$ cat src/verilog/core_xfer_defs.svh
`ifndef CORE_XFER_DEFS_SVH
`define CORE_XFER_DEFS_SVH

// Register byte offsets on the Avalon-MM slave.
`define CMD_OFS 8'h00
`define ADDR_OFS 8'h04
`define FLAGS_OFS 8'h08
`define SP_OFS 8'h0c
`define RDATA_OFS 8'h10
`define RSEL_OFS 8'h14

// Bit positions inside the status flags byte; the busy bit sits at 8, just above it.
`define FLAG_C 0
`define FLAG_Z 1
`define FLAG_N 2
`define FLAG_V 3
`define FLAG_S 4
`define FLAG_H 5
`define FLAG_T 6
`define FLAG_I 7
`define BUSY_BIT 8

// Reset values.
`define FLAGS_RST 8'h00
`define SP_RST 16'h01ff
`define CMD_RST 24'h000000

// First register pair of the pointers; X, Y and Z follow in order.
`define PAIR_X 4'hd

// Execute cycles per instruction class.
`define LEN_ONE 2'h1
`define LEN_MEM 2'h2
`define LEN_PGM 2'h3

`endif

$ cat src/verilog/core_xfer_pkg.sv
package core_xfer_pkg;

    typedef enum logic [4:0] {
        OP_NOP = 5'h00,
        OP_ROTATE_LEFT_CARRY = 5'h01,
        OP_ROTATE_RIGHT_CARRY = 5'h02,
        OP_FLAG_SET = 5'h03,
        OP_FLAG_CLEAR = 5'h04,
        OP_REGISTER_BIT_TO_T_FLAG = 5'h05,
        OP_T_FLAG_TO_REGISTER_BIT = 5'h06,
        OP_READ_INDIRECT = 5'h07,
        OP_READ_WITH_OFFSET = 5'h08,
        OP_READ_DIRECT = 5'h09,
        OP_MEM_WRITE_INDIRECT = 5'h0a,
        OP_WRITE_WITH_OFFSET = 5'h0b,
        OP_WRITE_DIRECT = 5'h0c,
        OP_PROGRAM_MEMORY_READ = 5'h0d,
        OP_PUSH = 5'h0e,
        OP_POP = 5'h0f,
        OP_SLEEP = 5'h10,
        OP_WATCHDOG_RESTART = 5'h11
    } op_t;

    typedef enum logic [1:0] {
        AM_PLAIN = 2'b00,
        AM_POST_INC = 2'b01,
        AM_PRE_DEC = 2'b10
    } amode_t;

    typedef enum logic [1:0] {
        WAIT_CMD = 2'b00,
        FETCH_OPS = 2'b01,
        EXECUTE = 2'b10
    } state_t;

    typedef struct packed {
        logic r0_dest;
        logic [5:0] disp;
        logic [2:0] bidx;
        amode_t amode;
        logic [1:0] ptr;
        logic [4:0] reg_no;
        op_t op;
    } cmd_t;

    typedef struct packed {
        logic rd;
        logic wr;
        logic [15:0] addr;
        logic [7:0] wdata;
    } dmem_req_t;

endpackage

$ cat src/verilog/work_regs.sv
`timescale 1ns/1ns
// Working registers held as pairs so pointer updates carry across bytes.
module work_regs
    import core_xfer_pkg::*;
#(
    parameter int PAIRS = 16
) (
    // Clock and reset
    input wire logic i_clk,
    input wire logic i_reset,
    // Byte and pair read ports
    input wire logic [4:0] i_ra,
    output logic [7:0] o_ra_data,
    input wire logic [3:0] i_rp,
    output logic [15:0] o_rp_data,
    // Pair write port with byte enables
    input wire logic [3:0] i_wp,
    input wire logic i_we_lo,
    input wire logic i_we_hi,
    input wire logic [15:0] i_wd
);
    logic [15:0] pair_q [PAIRS];

    for (genvar g = 0; g < PAIRS; g++) begin : g_pair
        always_ff @(posedge i_clk) begin
            if (i_reset) begin
                pair_q[g] <= 16'h0000;
            end else if (i_wp == 4'(g)) begin
                if (i_we_lo) pair_q[g][7:0] <= i_wd[7:0];
                if (i_we_hi) pair_q[g][15:8] <= i_wd[15:8];
            end
        end
    end

    always_ff @(posedge i_clk) begin
        if (i_reset) begin
            o_ra_data <= 8'h00;
            o_rp_data <= 16'h0000;
        end else begin
            o_ra_data <= i_ra[0] ? pair_q[i_ra[4:1]][15:8]
                                 : pair_q[i_ra[4:1]][7:0];
            o_rp_data <= pair_q[i_rp];
        end
    end
endmodule

$ cat src/verilog/bit_unit.sv
`timescale 1ns/1ns
`include "core_xfer_defs.svh"
module bit_unit
    import core_xfer_pkg::*;
(
    // Operation and operands
    input wire op_t i_op,
    input wire logic [7:0] i_val,
    input wire logic [7:0] i_flags,
    input wire logic [2:0] i_bidx,
    // Results
    output logic [7:0] o_res,
    output logic [7:0] o_flags
);
    always_comb begin
        o_res = i_val;
        o_flags = i_flags;
        case (i_op)
            OP_ROTATE_LEFT_CARRY: begin
                o_res = {i_val[6:0], i_flags[`FLAG_C]};
                o_flags[`FLAG_C] = i_val[7];
            end
            OP_ROTATE_RIGHT_CARRY: begin
                o_res = {i_flags[`FLAG_C], i_val[7:1]};
                o_flags[`FLAG_C] = i_val[0];
            end
            OP_FLAG_SET: o_flags[i_bidx] = 1'b1;
            OP_FLAG_CLEAR: o_flags[i_bidx] = 1'b0;
            OP_REGISTER_BIT_TO_T_FLAG: o_flags[`FLAG_T] = i_val[i_bidx];
            OP_T_FLAG_TO_REGISTER_BIT: o_res[i_bidx] = i_flags[`FLAG_T];
            default: o_res = i_val;
        endcase
        if (i_op == OP_ROTATE_LEFT_CARRY || i_op == OP_ROTATE_RIGHT_CARRY)
        begin
            o_flags[`FLAG_N] = o_res[7];
            o_flags[`FLAG_Z] = (o_res == 8'h00);
            o_flags[`FLAG_V] = o_res[7] ^ o_flags[`FLAG_C];
        end
    end
endmodule

$ cat src/verilog/core_xfer.sv
// The register addresses and register access over Avalon-MM were chosen for this implementation.
`timescale 1ns/1ns
`include "core_xfer_defs.svh"
// Function
// (RULE1) Rotate left through carry; update Z, C, N, V in one cycle.
// (RULE2) Rotate right through carry; update Z, C, N, V in one cycle.
// (RULE3) One-cycle set of any single status flag; others unchanged.
// (RULE4) One-cycle clear of any single status flag; others unchanged.
// (RULE5) Copy selected register bit into T in one cycle.
// (RULE6) Write T into selected register bit; flags unchanged.
// (RULE7) Indirect read via X, Y, Z in two cycles, optional post-increment.
// (RULE8) Pre-decrement pointer, then read at the new address, two cycles.
// (RULE9) Read at Y or Z plus offset, pointer kept, two cycles.
// (RULE10) Read at immediate address in two cycles, flags untouched.
// (RULE11) Indirect write via X, Y, Z: plain, post-increment, pre-decrement.
// (RULE12) Write at Y or Z plus offset, pointer kept, two cycles.
// (RULE13) Write at immediate address in two cycles, flags untouched.
// (RULE14) Program memory byte at Z in three cycles, into R0 or named.
// (RULE15) Push register onto stack in two cycles, flags unchanged.
// (RULE16) Pop stack top into register in two cycles, flags unchanged.
// (RULE17) Sleep request issued in one cycle, flags unchanged.
// (RULE18) Watchdog restart pulse in one cycle, flags unchanged.
// (RULE19) X, Y, Z are 16-bit pairs of the top six registers.
module core_xfer
    import core_xfer_pkg::*;
(
    // Clock and reset
    input wire logic i_clk,
    input wire logic i_reset,
    // Avalon-MM slave
    input wire logic [7:0] i_avs_address,
    input wire logic i_avs_read,
    input wire logic i_avs_write,
    input wire logic [31:0] i_avs_writedata,
    output logic [31:0] o_avs_readdata,
    output logic o_avs_waitrequest,
    // Data memory and stack
    output dmem_req_t o_dmem,
    input wire logic [7:0] i_dmem_rdata,
    // Program memory
    output logic o_pmem_rd,
    output logic [14:0] o_pmem_addr,
    input wire logic [15:0] i_pmem_rdata,
    // Power and watchdog control
    output logic o_sleep_req,
    output logic o_watchdog_restart
);
    state_t state_q;
    logic [1:0] step_q;
    cmd_t cmd_q;
    logic [15:0] addr_q;
    logic [15:0] sp_q;
    logic [7:0] flags_q;
    logic [4:0] sel_q;
    logic rdpend_q;
    logic byte_sel_q;
    logic [7:0] rd_val;
    logic [15:0] ptr_val;
    logic [7:0] bit_res;
    logic [7:0] bit_flags;
    logic req;
    logic is_rdata;
    logic stall;
    logic release_req;
    logic acc_wr;
    logic [4:0] dst;
    logic [4:0] rf_ra;
    logic [3:0] rf_rp;
    logic [3:0] rf_wp;
    logic rf_we_lo;
    logic rf_we_hi;
    logic [7:0] wbyte;
    logic [15:0] rf_wd;
    logic [1:0] len;
    logic exec1;
    logic last;
    logic is_load;
    logic is_store;
    logic [15:0] eff_addr;
    logic [15:0] ptr_next;
    logic ptr_upd;

    // Bus handshake. Writes and the register window stall while busy.
    assign req = i_avs_read | i_avs_write;
    assign is_rdata = (i_avs_address == `RDATA_OFS);
    assign stall = (state_q != WAIT_CMD) && (i_avs_write || is_rdata);
    // The register window needs one extra cycle for the registered read.
    assign release_req = req && o_avs_waitrequest && !stall &&
                         (!(i_avs_read && is_rdata) || rdpend_q);
    assign acc_wr = i_avs_write && !o_avs_waitrequest;

    always_ff @(posedge i_clk) begin
        if (i_reset) begin
            o_avs_waitrequest <= 1'b1;
        end else begin
            o_avs_waitrequest <= !release_req;
        end
    end

    always_ff @(posedge i_clk) begin
        if (i_reset) begin
            rdpend_q <= 1'b0;
        end else if (req && !o_avs_waitrequest) begin
            rdpend_q <= 1'b0;
        end else if (i_avs_read && is_rdata && !stall) begin
            rdpend_q <= 1'b1;
        end
    end

    always_ff @(posedge i_clk) begin
        if (i_reset) begin
            o_avs_readdata <= 32'h00000000;
        end else if (release_req) begin
            if (i_avs_address == `CMD_OFS) begin
                o_avs_readdata <= {8'h00, cmd_q};
            end else if (i_avs_address == `ADDR_OFS) begin
                o_avs_readdata <= {16'h0000, addr_q};
            end else if (i_avs_address == `FLAGS_OFS) begin
                o_avs_readdata <= {23'h000000, state_q != WAIT_CMD, flags_q};
            end else if (i_avs_address == `SP_OFS) begin
                o_avs_readdata <= {16'h0000, sp_q};
            end else if (is_rdata) begin
                o_avs_readdata <= {24'h000000, rd_val};
            end else if (i_avs_address == `RSEL_OFS) begin
                o_avs_readdata <= {27'h0000000, sel_q};
            end else begin
                o_avs_readdata <= 32'h00000000;
            end
        end
    end

    // Software-written registers.
    always_ff @(posedge i_clk) begin
        if (i_reset) begin
            cmd_q <= `CMD_RST;
            addr_q <= 16'h0000;
            sel_q <= 5'h00;
        end else if (acc_wr) begin
            if (i_avs_address == `CMD_OFS) begin
                cmd_q <= i_avs_writedata[23:0];
            end else if (i_avs_address == `ADDR_OFS) begin
                addr_q <= i_avs_writedata[15:0];
            end else if (i_avs_address == `RSEL_OFS) begin
                sel_q <= i_avs_writedata[4:0];
            end
        end
    end

    // Instruction sequencing.
    always_comb begin
        case (cmd_q.op)
            OP_READ_INDIRECT, OP_READ_WITH_OFFSET, OP_READ_DIRECT,
            OP_MEM_WRITE_INDIRECT, OP_WRITE_WITH_OFFSET, OP_WRITE_DIRECT,
            OP_PUSH, OP_POP: len = `LEN_MEM; // RULE7 RULE11 RULE15 RULE16
            OP_PROGRAM_MEMORY_READ: len = `LEN_PGM; // RULE14
            default: len = `LEN_ONE; // RULE3 RULE17 RULE18
        endcase
    end

    assign exec1 = (state_q == EXECUTE) && (step_q == 2'h1);
    assign last = (state_q == EXECUTE) && (step_q == len);
    assign is_load = (cmd_q.op == OP_READ_INDIRECT) ||
                     (cmd_q.op == OP_READ_WITH_OFFSET) ||
                     (cmd_q.op == OP_READ_DIRECT) || (cmd_q.op == OP_POP);
    assign is_store = (cmd_q.op == OP_MEM_WRITE_INDIRECT) ||
                      (cmd_q.op == OP_WRITE_WITH_OFFSET) ||
                      (cmd_q.op == OP_WRITE_DIRECT) || (cmd_q.op == OP_PUSH);

    always_ff @(posedge i_clk) begin
        if (i_reset) begin
            state_q <= WAIT_CMD;
            step_q <= 2'h0;
        end else begin
            case (state_q)
                WAIT_CMD: begin
                    if (acc_wr && i_avs_address == `CMD_OFS) begin
                        state_q <= FETCH_OPS;
                    end
                end
                FETCH_OPS: begin
                    state_q <= EXECUTE;
                    step_q <= 2'h1;
                end
                EXECUTE: begin
                    if (step_q == len) begin
                        state_q <= WAIT_CMD;
                        step_q <= 2'h0;
                    end else begin
                        step_q <= step_q + 2'h1;
                    end
                end
                default: begin
                    state_q <= WAIT_CMD;
                    step_q <= 2'h0;
                end
            endcase
        end
    end

    // Operand access and addressing.
    assign dst = (cmd_q.op == OP_PROGRAM_MEMORY_READ && cmd_q.r0_dest)
                 ? 5'h00 : cmd_q.reg_no; // RULE14
    assign rf_ra = (state_q == WAIT_CMD) ? sel_q : dst;
    assign rf_rp = `PAIR_X + {2'b00, cmd_q.ptr}; // RULE19

    always_comb begin
        ptr_next = ptr_val;
        ptr_upd = 1'b0;
        eff_addr = ptr_val;
        if (cmd_q.amode == AM_POST_INC) begin
            ptr_next = ptr_val + 16'h0001; // RULE19
        end else if (cmd_q.amode == AM_PRE_DEC) begin
            ptr_next = ptr_val - 16'h0001;
        end
        case (cmd_q.op)
            OP_READ_INDIRECT, OP_MEM_WRITE_INDIRECT: begin
                ptr_upd = (cmd_q.amode == AM_POST_INC) ||
                          (cmd_q.amode == AM_PRE_DEC); // RULE7 RULE11
                if (cmd_q.amode == AM_PRE_DEC) begin
                    eff_addr = ptr_next; // RULE8 RULE11
                end
            end
            OP_READ_WITH_OFFSET, OP_WRITE_WITH_OFFSET:
                eff_addr = ptr_val + {10'h000, cmd_q.disp}; // RULE9 RULE12
            OP_READ_DIRECT, OP_WRITE_DIRECT:
                eff_addr = addr_q; // RULE10 RULE13
            OP_PROGRAM_MEMORY_READ:
                ptr_upd = (cmd_q.amode == AM_POST_INC); // RULE14
            OP_PUSH: eff_addr = sp_q;
            OP_POP: eff_addr = sp_q + 16'h0001;
            default: eff_addr = ptr_val;
        endcase
    end

    // One write port: bus window, byte results, pointer pairs, load data.
    always_comb begin
        rf_wp = dst[4:1];
        rf_we_lo = 1'b0;
        rf_we_hi = 1'b0;
        wbyte = bit_res;
        rf_wd = {wbyte, wbyte};
        if (acc_wr && is_rdata) begin
            rf_wp = sel_q[4:1];
            wbyte = i_avs_writedata[7:0];
            rf_wd = {wbyte, wbyte};
            rf_we_lo = !sel_q[0];
            rf_we_hi = sel_q[0];
        end else if (exec1 && (cmd_q.op == OP_ROTATE_LEFT_CARRY ||
                 cmd_q.op == OP_ROTATE_RIGHT_CARRY ||
                 cmd_q.op == OP_T_FLAG_TO_REGISTER_BIT)) begin
            rf_we_lo = !dst[0]; // RULE1 RULE2 RULE6
            rf_we_hi = dst[0];
        end else if (exec1 && ptr_upd) begin
            rf_wp = rf_rp;
            rf_wd = ptr_next; // RULE19
            rf_we_lo = 1'b1;
            rf_we_hi = 1'b1;
        end else if (last && is_load) begin
            wbyte = i_dmem_rdata; // RULE7 RULE16
            rf_wd = {wbyte, wbyte};
            rf_we_lo = !dst[0];
            rf_we_hi = dst[0];
        end else if (last && cmd_q.op == OP_PROGRAM_MEMORY_READ) begin
            wbyte = byte_sel_q ? i_pmem_rdata[15:8] : i_pmem_rdata[7:0];
            rf_wd = {wbyte, wbyte}; // RULE14
            rf_we_lo = !dst[0];
            rf_we_hi = dst[0];
        end
    end

    work_regs u_regs (
        .i_clk(i_clk),
        .i_reset(i_reset),
        .i_ra(rf_ra),
        .o_ra_data(rd_val),
        .i_rp(rf_rp),
        .o_rp_data(ptr_val),
        .i_wp(rf_wp),
        .i_we_lo(rf_we_lo),
        .i_we_hi(rf_we_hi),
        .i_wd(rf_wd)
    );

    bit_unit u_bits (
        .i_op(cmd_q.op),
        .i_val(rd_val),
        .i_flags(flags_q),
        .i_bidx(cmd_q.bidx),
        .o_res(bit_res),
        .o_flags(bit_flags)
    );

    // Status flags. Only the bit unit changes them during execution.
    always_ff @(posedge i_clk) begin
        if (i_reset) begin
            flags_q <= `FLAGS_RST;
        end else if (acc_wr && i_avs_address == `FLAGS_OFS) begin
            flags_q <= i_avs_writedata[7:0];
        end else if (exec1) begin
            flags_q <= bit_flags; // RULE1 RULE2 RULE3 RULE4 RULE5
        end
    end

    // Stack pointer: push stores then decrements, pop increments first.
    always_ff @(posedge i_clk) begin
        if (i_reset) begin
            sp_q <= `SP_RST;
        end else if (acc_wr && i_avs_address == `SP_OFS) begin
            sp_q <= i_avs_writedata[15:0];
        end else if (exec1 && cmd_q.op == OP_PUSH) begin
            sp_q <= sp_q - 16'h0001; // RULE15
        end else if (exec1 && cmd_q.op == OP_POP) begin
            sp_q <= sp_q + 16'h0001; // RULE16
        end
    end

    // Memory strobes stand for the second execute cycle only.
    always_ff @(posedge i_clk) begin
        if (i_reset) begin
            o_dmem <= '0;
        end else begin
            o_dmem.rd <= exec1 && is_load; // RULE7 RULE9 RULE10 RULE16
            o_dmem.wr <= exec1 && is_store; // RULE11 RULE12 RULE13 RULE15
            if (exec1) begin
                o_dmem.addr <= eff_addr;
                o_dmem.wdata <= rd_val;
            end
        end
    end

    always_ff @(posedge i_clk) begin
        if (i_reset) begin
            o_pmem_rd <= 1'b0;
            o_pmem_addr <= 15'h0000;
            byte_sel_q <= 1'b0;
        end else begin
            o_pmem_rd <= exec1 && cmd_q.op == OP_PROGRAM_MEMORY_READ;
            if (exec1) begin
                o_pmem_addr <= eff_addr[15:1]; // RULE14
                byte_sel_q <= eff_addr[0];
            end
        end
    end

    always_ff @(posedge i_clk) begin
        if (i_reset) begin
            o_sleep_req <= 1'b0;
            o_watchdog_restart <= 1'b0;
        end else begin
            o_sleep_req <= exec1 && cmd_q.op == OP_SLEEP; // RULE17
            o_watchdog_restart <= exec1 &&
                cmd_q.op == OP_WATCHDOG_RESTART; // RULE18
        end
    end
endmodule

$ cat config.mk
export PLATFORM = sky130hd
export DESIGN_NAME = core_xfer
export DESIGN_NICKNAME = d
export VERILOG_FILES = /design/src/verilog/core_xfer_pkg.sv /design/src/verilog/work_regs.sv /design/src/verilog/bit_unit.sv /design/src/verilog/core_xfer.sv
export VERILOG_INCLUDE_DIRS = /design/src /design/src/verilog
export SDC_FILE = /design/constraint.sdc
export NUM_CORES = 1
export LEC_CHECK = 0
export BUFFER_PORTS_ARGS = -buffer_cell sky130_fd_sc_hd__buf_2
export CORE_ASPECT_RATIO = 1.1
export CORE_MARGIN = 1.5
export CORE_UTILIZATION = 33
export CTS_BUF_LIST = sky130_fd_sc_hd__clkbuf_16
export DETAILED_ROUTE_END_ITERATION = 8
export PLACE_DENSITY = 0.48
export SYNTH_ARGS = -nofsm -noshare
export SYNTH_HDL_FRONTEND = slang
export SYNTH_HIERARCHICAL = 1
export SYNTH_SLANG_ARGS = --single-unit
$ cat constraint.sdc
create_clock -name i_clk -period 6.5 [get_ports i_clk]
set_input_delay 0.325 -clock i_clk [delete_from_list [all_inputs] [get_ports i_clk]]
set_output_delay 0.325 -clock i_clk [all_outputs]
set_load 0.01 [all_outputs]
==> impl_summary.log <==
INFO  metric groute.layer.met2.usage = 39.8%
INFO  metric grt_setup_unrepaired = no
INFO  metric min_path_type = in -> reg
INFO  metric worst_hold_path.num_cells = 3
INFO  metric finalWorstPathRequiredPeriod = 4.68 ns
INFO  metric reg2regPathDepth = 8
INFO  metric gr-usage-met3 = 2.60%
INFO  metric synthToLayoutAreaGrowth = 11.7%
INFO  metric run_status = finished, final reports clean
INFO  metric vdd.ir_drop.worst = 0.000158 V
INFO  metric synth_enable_flop_cells = 256
INFO  metric worstMarginPinSlew = 1.29 ns
INFO  metric die_area = 76100 sq um
INFO  metric layer_with_the_highest_usage = met2
INFO  metric vias_per_cell = 5.69
INFO  metric groute.layer.met1.usage = 25.4%
INFO  metric syn_inst = 2328
INFO  metric cellLeakagePower = 9.67 nW
INFO  metric post_cts_resized = 0
INFO  metric drtIter0Drc = 1510
INFO  metric cell_type_contributing_the_most_total_cell_area_after_synthesis = edfxtp_1
INFO  metric synthesis.yosys.warnings = 6
INFO  metric h_tree_levels = 2
INFO  metric ys_seq_area_share = 43.8%
INFO  metric critical_path.endpoint_type = register
INFO  metric floorplan.die.height = 289 um
INFO  metric numPortBuffers = 128
INFO  metric total_wirelength_of_the_detailed_routed_design = 84700 um
INFO  metric final_hold_viol_count = 0
INFO  metric clkTransAtPathRegs = 0.06 ns
INFO  metric count_of_pins_over_their_slew_limit = 0
INFO  metric syn_area_per_cell = 10.6 sq um
INFO  metric io-pin-count = 145
INFO  metric mostFrequentLayoutCell = and2_1
INFO  metric max-cap-violations = 0
INFO  metric number_of_placement_rows = 104
INFO  metric hp-start = i_avs_writedata[11]
INFO  metric synthArstFlopShare = 0%
INFO  metric floorplan.initialDensity = 33.5%
INFO  metric crit-reg2reg-launch = cmd_q[2]
INFO  metric timing.final.setup_violations = 0
INFO  metric die_width = 263 um
INFO  metric vias_in_the_first_global_route = 18.7k
INFO  metric worst_skew_pair.late_latency = 0.60 ns
INFO  metric finClkSkew = 0.0310 ns
INFO  metric antenna_found_initial = 0
INFO  metric hold_ws = 0.0273 ns
INFO  metric grt_max_degree = 66
INFO  metric fin_nets = 2436
INFO  metric multi_input_comb_area = 12700 sq um
INFO  metric tritoncts.num_buffers = 47
INFO  metric floorplan.core_area = 73400 sq um
INFO  metric last_weighted_congestion_value_of_the_routability_driven_placer = 0.919
INFO  metric ant_nets = 0
INFO  metric wl_per_cell = 25.3 um
INFO  metric critPathLaunchType = register
INFO  metric fin_total_pwr = 5.90 mW
INFO  metric setup_tns_final = 0 ns
INFO  metric drcViolationCount = 0
INFO  metric global_route.usage.total = 21.7%
INFO  metric post-synth-top-area-fraction = 31.3%
INFO  metric regArea = 10800 sq um
INFO  metric syn_area = 24600 sq um
INFO  metric min_period_over_period = 72.0%
INFO  metric whs_endpoint = cmd_q[11]
INFO  metric num-fill-cells = 7294
INFO  metric drive_gt1_share = 18.8%
INFO  metric cts_tree = built
INFO  metric postSynth.topFlopCell = edfxtp_1
INFO  metric root_buffer = clkbuf_16
INFO  metric type_of_the_worst_setup_path = reg -> reg
INFO  metric cp.arrival = 4.88 ns
INFO  metric grt_first_pass_wirelength = 124000 um
INFO  metric reg2reg_to = u_regs/pair_q[1][1]
INFO  metric rrSetupSlack = 1.82 ns
INFO  metric synthTopCellsByArea = edfxtp_1, mux4_2, dfxtp_1
INFO  metric clock_buffer_depth = 3
INFO  metric post_dp_hpwl = 64000 um
INFO  metric grt_overflow_total = 0
INFO  metric critical_path.max_fanout = 16
INFO  metric synth-seq-cells = 410
INFO  metric commonest_cells_after_routing_fill_and_taps_aside = and2_1, edfxtp_1, nand2_1
INFO  metric synthDistinctLibCells = 94
INFO  metric normalized_max_slew_margin = 14.3%
INFO  metric vias = 19.0k
INFO  metric power.density = 215 nW/um^2
INFO  metric first_pass_iters = 6
INFO  metric critPathRequiredTime = 6.70 ns
INFO  metric fmaxAchievable = 214 MHz
INFO  metric tritoncts_num_sinks = 410
## layer usage
metal	share of wire (%)	wire [um]
met5	0	0
met4	4.7	3970
met3	4.6	3880
met2	51	43600
met1	39	33300
## cell usage after synthesis, drive strengths merged, types with 10 or more instances
master	count
a22oi	24
xor2	28
nor3	58
edfxtp	256
a211oi	29
nand3	65
mux2	13
or4	10
nand2b	20
buf	91
a221oi	15
inv	24
and2	264
xnor2	29
o211ai	14
nor2b	35
a21oi	139
a21o	26
mux4	145
a31oi	22
o21ai	61
dfxtp	154
nand4	21
clkbuf	126
nor4	20
nand2	208
o21bai	17
mux2i	42
and3	12
a311oi	10
nor2	170
or3	12
ha	17
## sequential cells by signal (all words and copies together) (netlist names), named ones only
name                cells
u_regs/o_rp_data       16
o_watchdog_restart      1
flags_q                 8
rdpend_q                1
state_q                 2
sel_q                   5
o_pmem_rd               1
cmd_q                  24
o_avs_readdata         24
addr_q                 16
sp_q                   16
u_regs/o_ra_data        8
o_sleep_req             1
u_regs/pair_q         256
o_avs_waitrequest       1
step_q                  2
o_dmem                 26
## power by group
part           total [mW]  leakage [nW]  switching, mW  internal [mW]
logic               0.295          4.98          0.183          0.112
registers            2.88          3.89         0.0570           2.82
clock network        2.72         0.800           1.13           1.59
## kinds of logic after synthesis
logic type / count (synthesis) / share of synthesized area [%]
AOI/OAI and AO/OA: 462 / 12.8
xor gates and xnor gates: 57 / 2.06
adders and majority gates: 18 / 0.947
buffers and inverters: 241 / 4.64
DFF: 410 / 43.8
muxes: 200 / 15.6
other: 1 / 0.0153
and+or+nand+nor: 939 / 20.1
## worst max-delay path by stage
stage               startpoint                    to  slack [ns]  depth (start not counted)
floorplan             cmd_q[2]   u_regs/pair_q[0][0]        3.15                         13
global placement      cmd_q[2]  u_regs/pair_q[9][11]        1.96                          8
detailed placement    cmd_q[2]  u_regs/pair_q[13][2]        1.90                          9
CTS                   cmd_q[2]   u_regs/pair_q[1][1]        1.86                          8
global route          cmd_q[2]   u_regs/pair_q[2][2]        1.55                          7
finish                cmd_q[2]   u_regs/pair_q[1][1]        1.82                          8
## stage by stage
step	cell area, sq um	utilization, %	setup WS (ns)	std cells
after floorplan	24600	-	3.15	2335
after global placement	25800	35.1	1.96	3245
after detailed placement	25800	35.1	1.90	3245
after CTS	27400	37.4	1.86	3342
after global routing	27400	37.4	1.55	3342
final	27400	37.4	1.82	3343
## timing repair
item / 4_1_cts / 5_1_grt
endpoints found under the setup margin: 0 / 0
endpoints found under the hold margin: 12 / 0
hold buffers: 10 / 0
buffers inserted: 0 / 0
## worst max-delay path: stages, from the launching register on
cell	delay, ns
dfxtp_1	0.77
and3b_1	0.60
and2_1	0.51
nand2_1	0.34
and3_1	0.29
a21oi_1	0.11
a21oi_1	0.12
nand2b_1	0.57
o21bai_1	0.96
## cell type report
| class | count | area share [%] |
|---|---|---|
| flip-flops and latches | 410 | 39.2 |
| inverters | 24 | 0.337 |
| repair buffers | 183 | 3.95 |
| clock buffers | 50 | 4.56 |
| clock inverters | 37 | 1.12 |
| well taps | 954 | 4.35 |
| multi-input cells | 1684 | 46.4 |
| diodes | 1 | 0.00912 |
No activity file was read; power rests on OpenSTA's default activity.
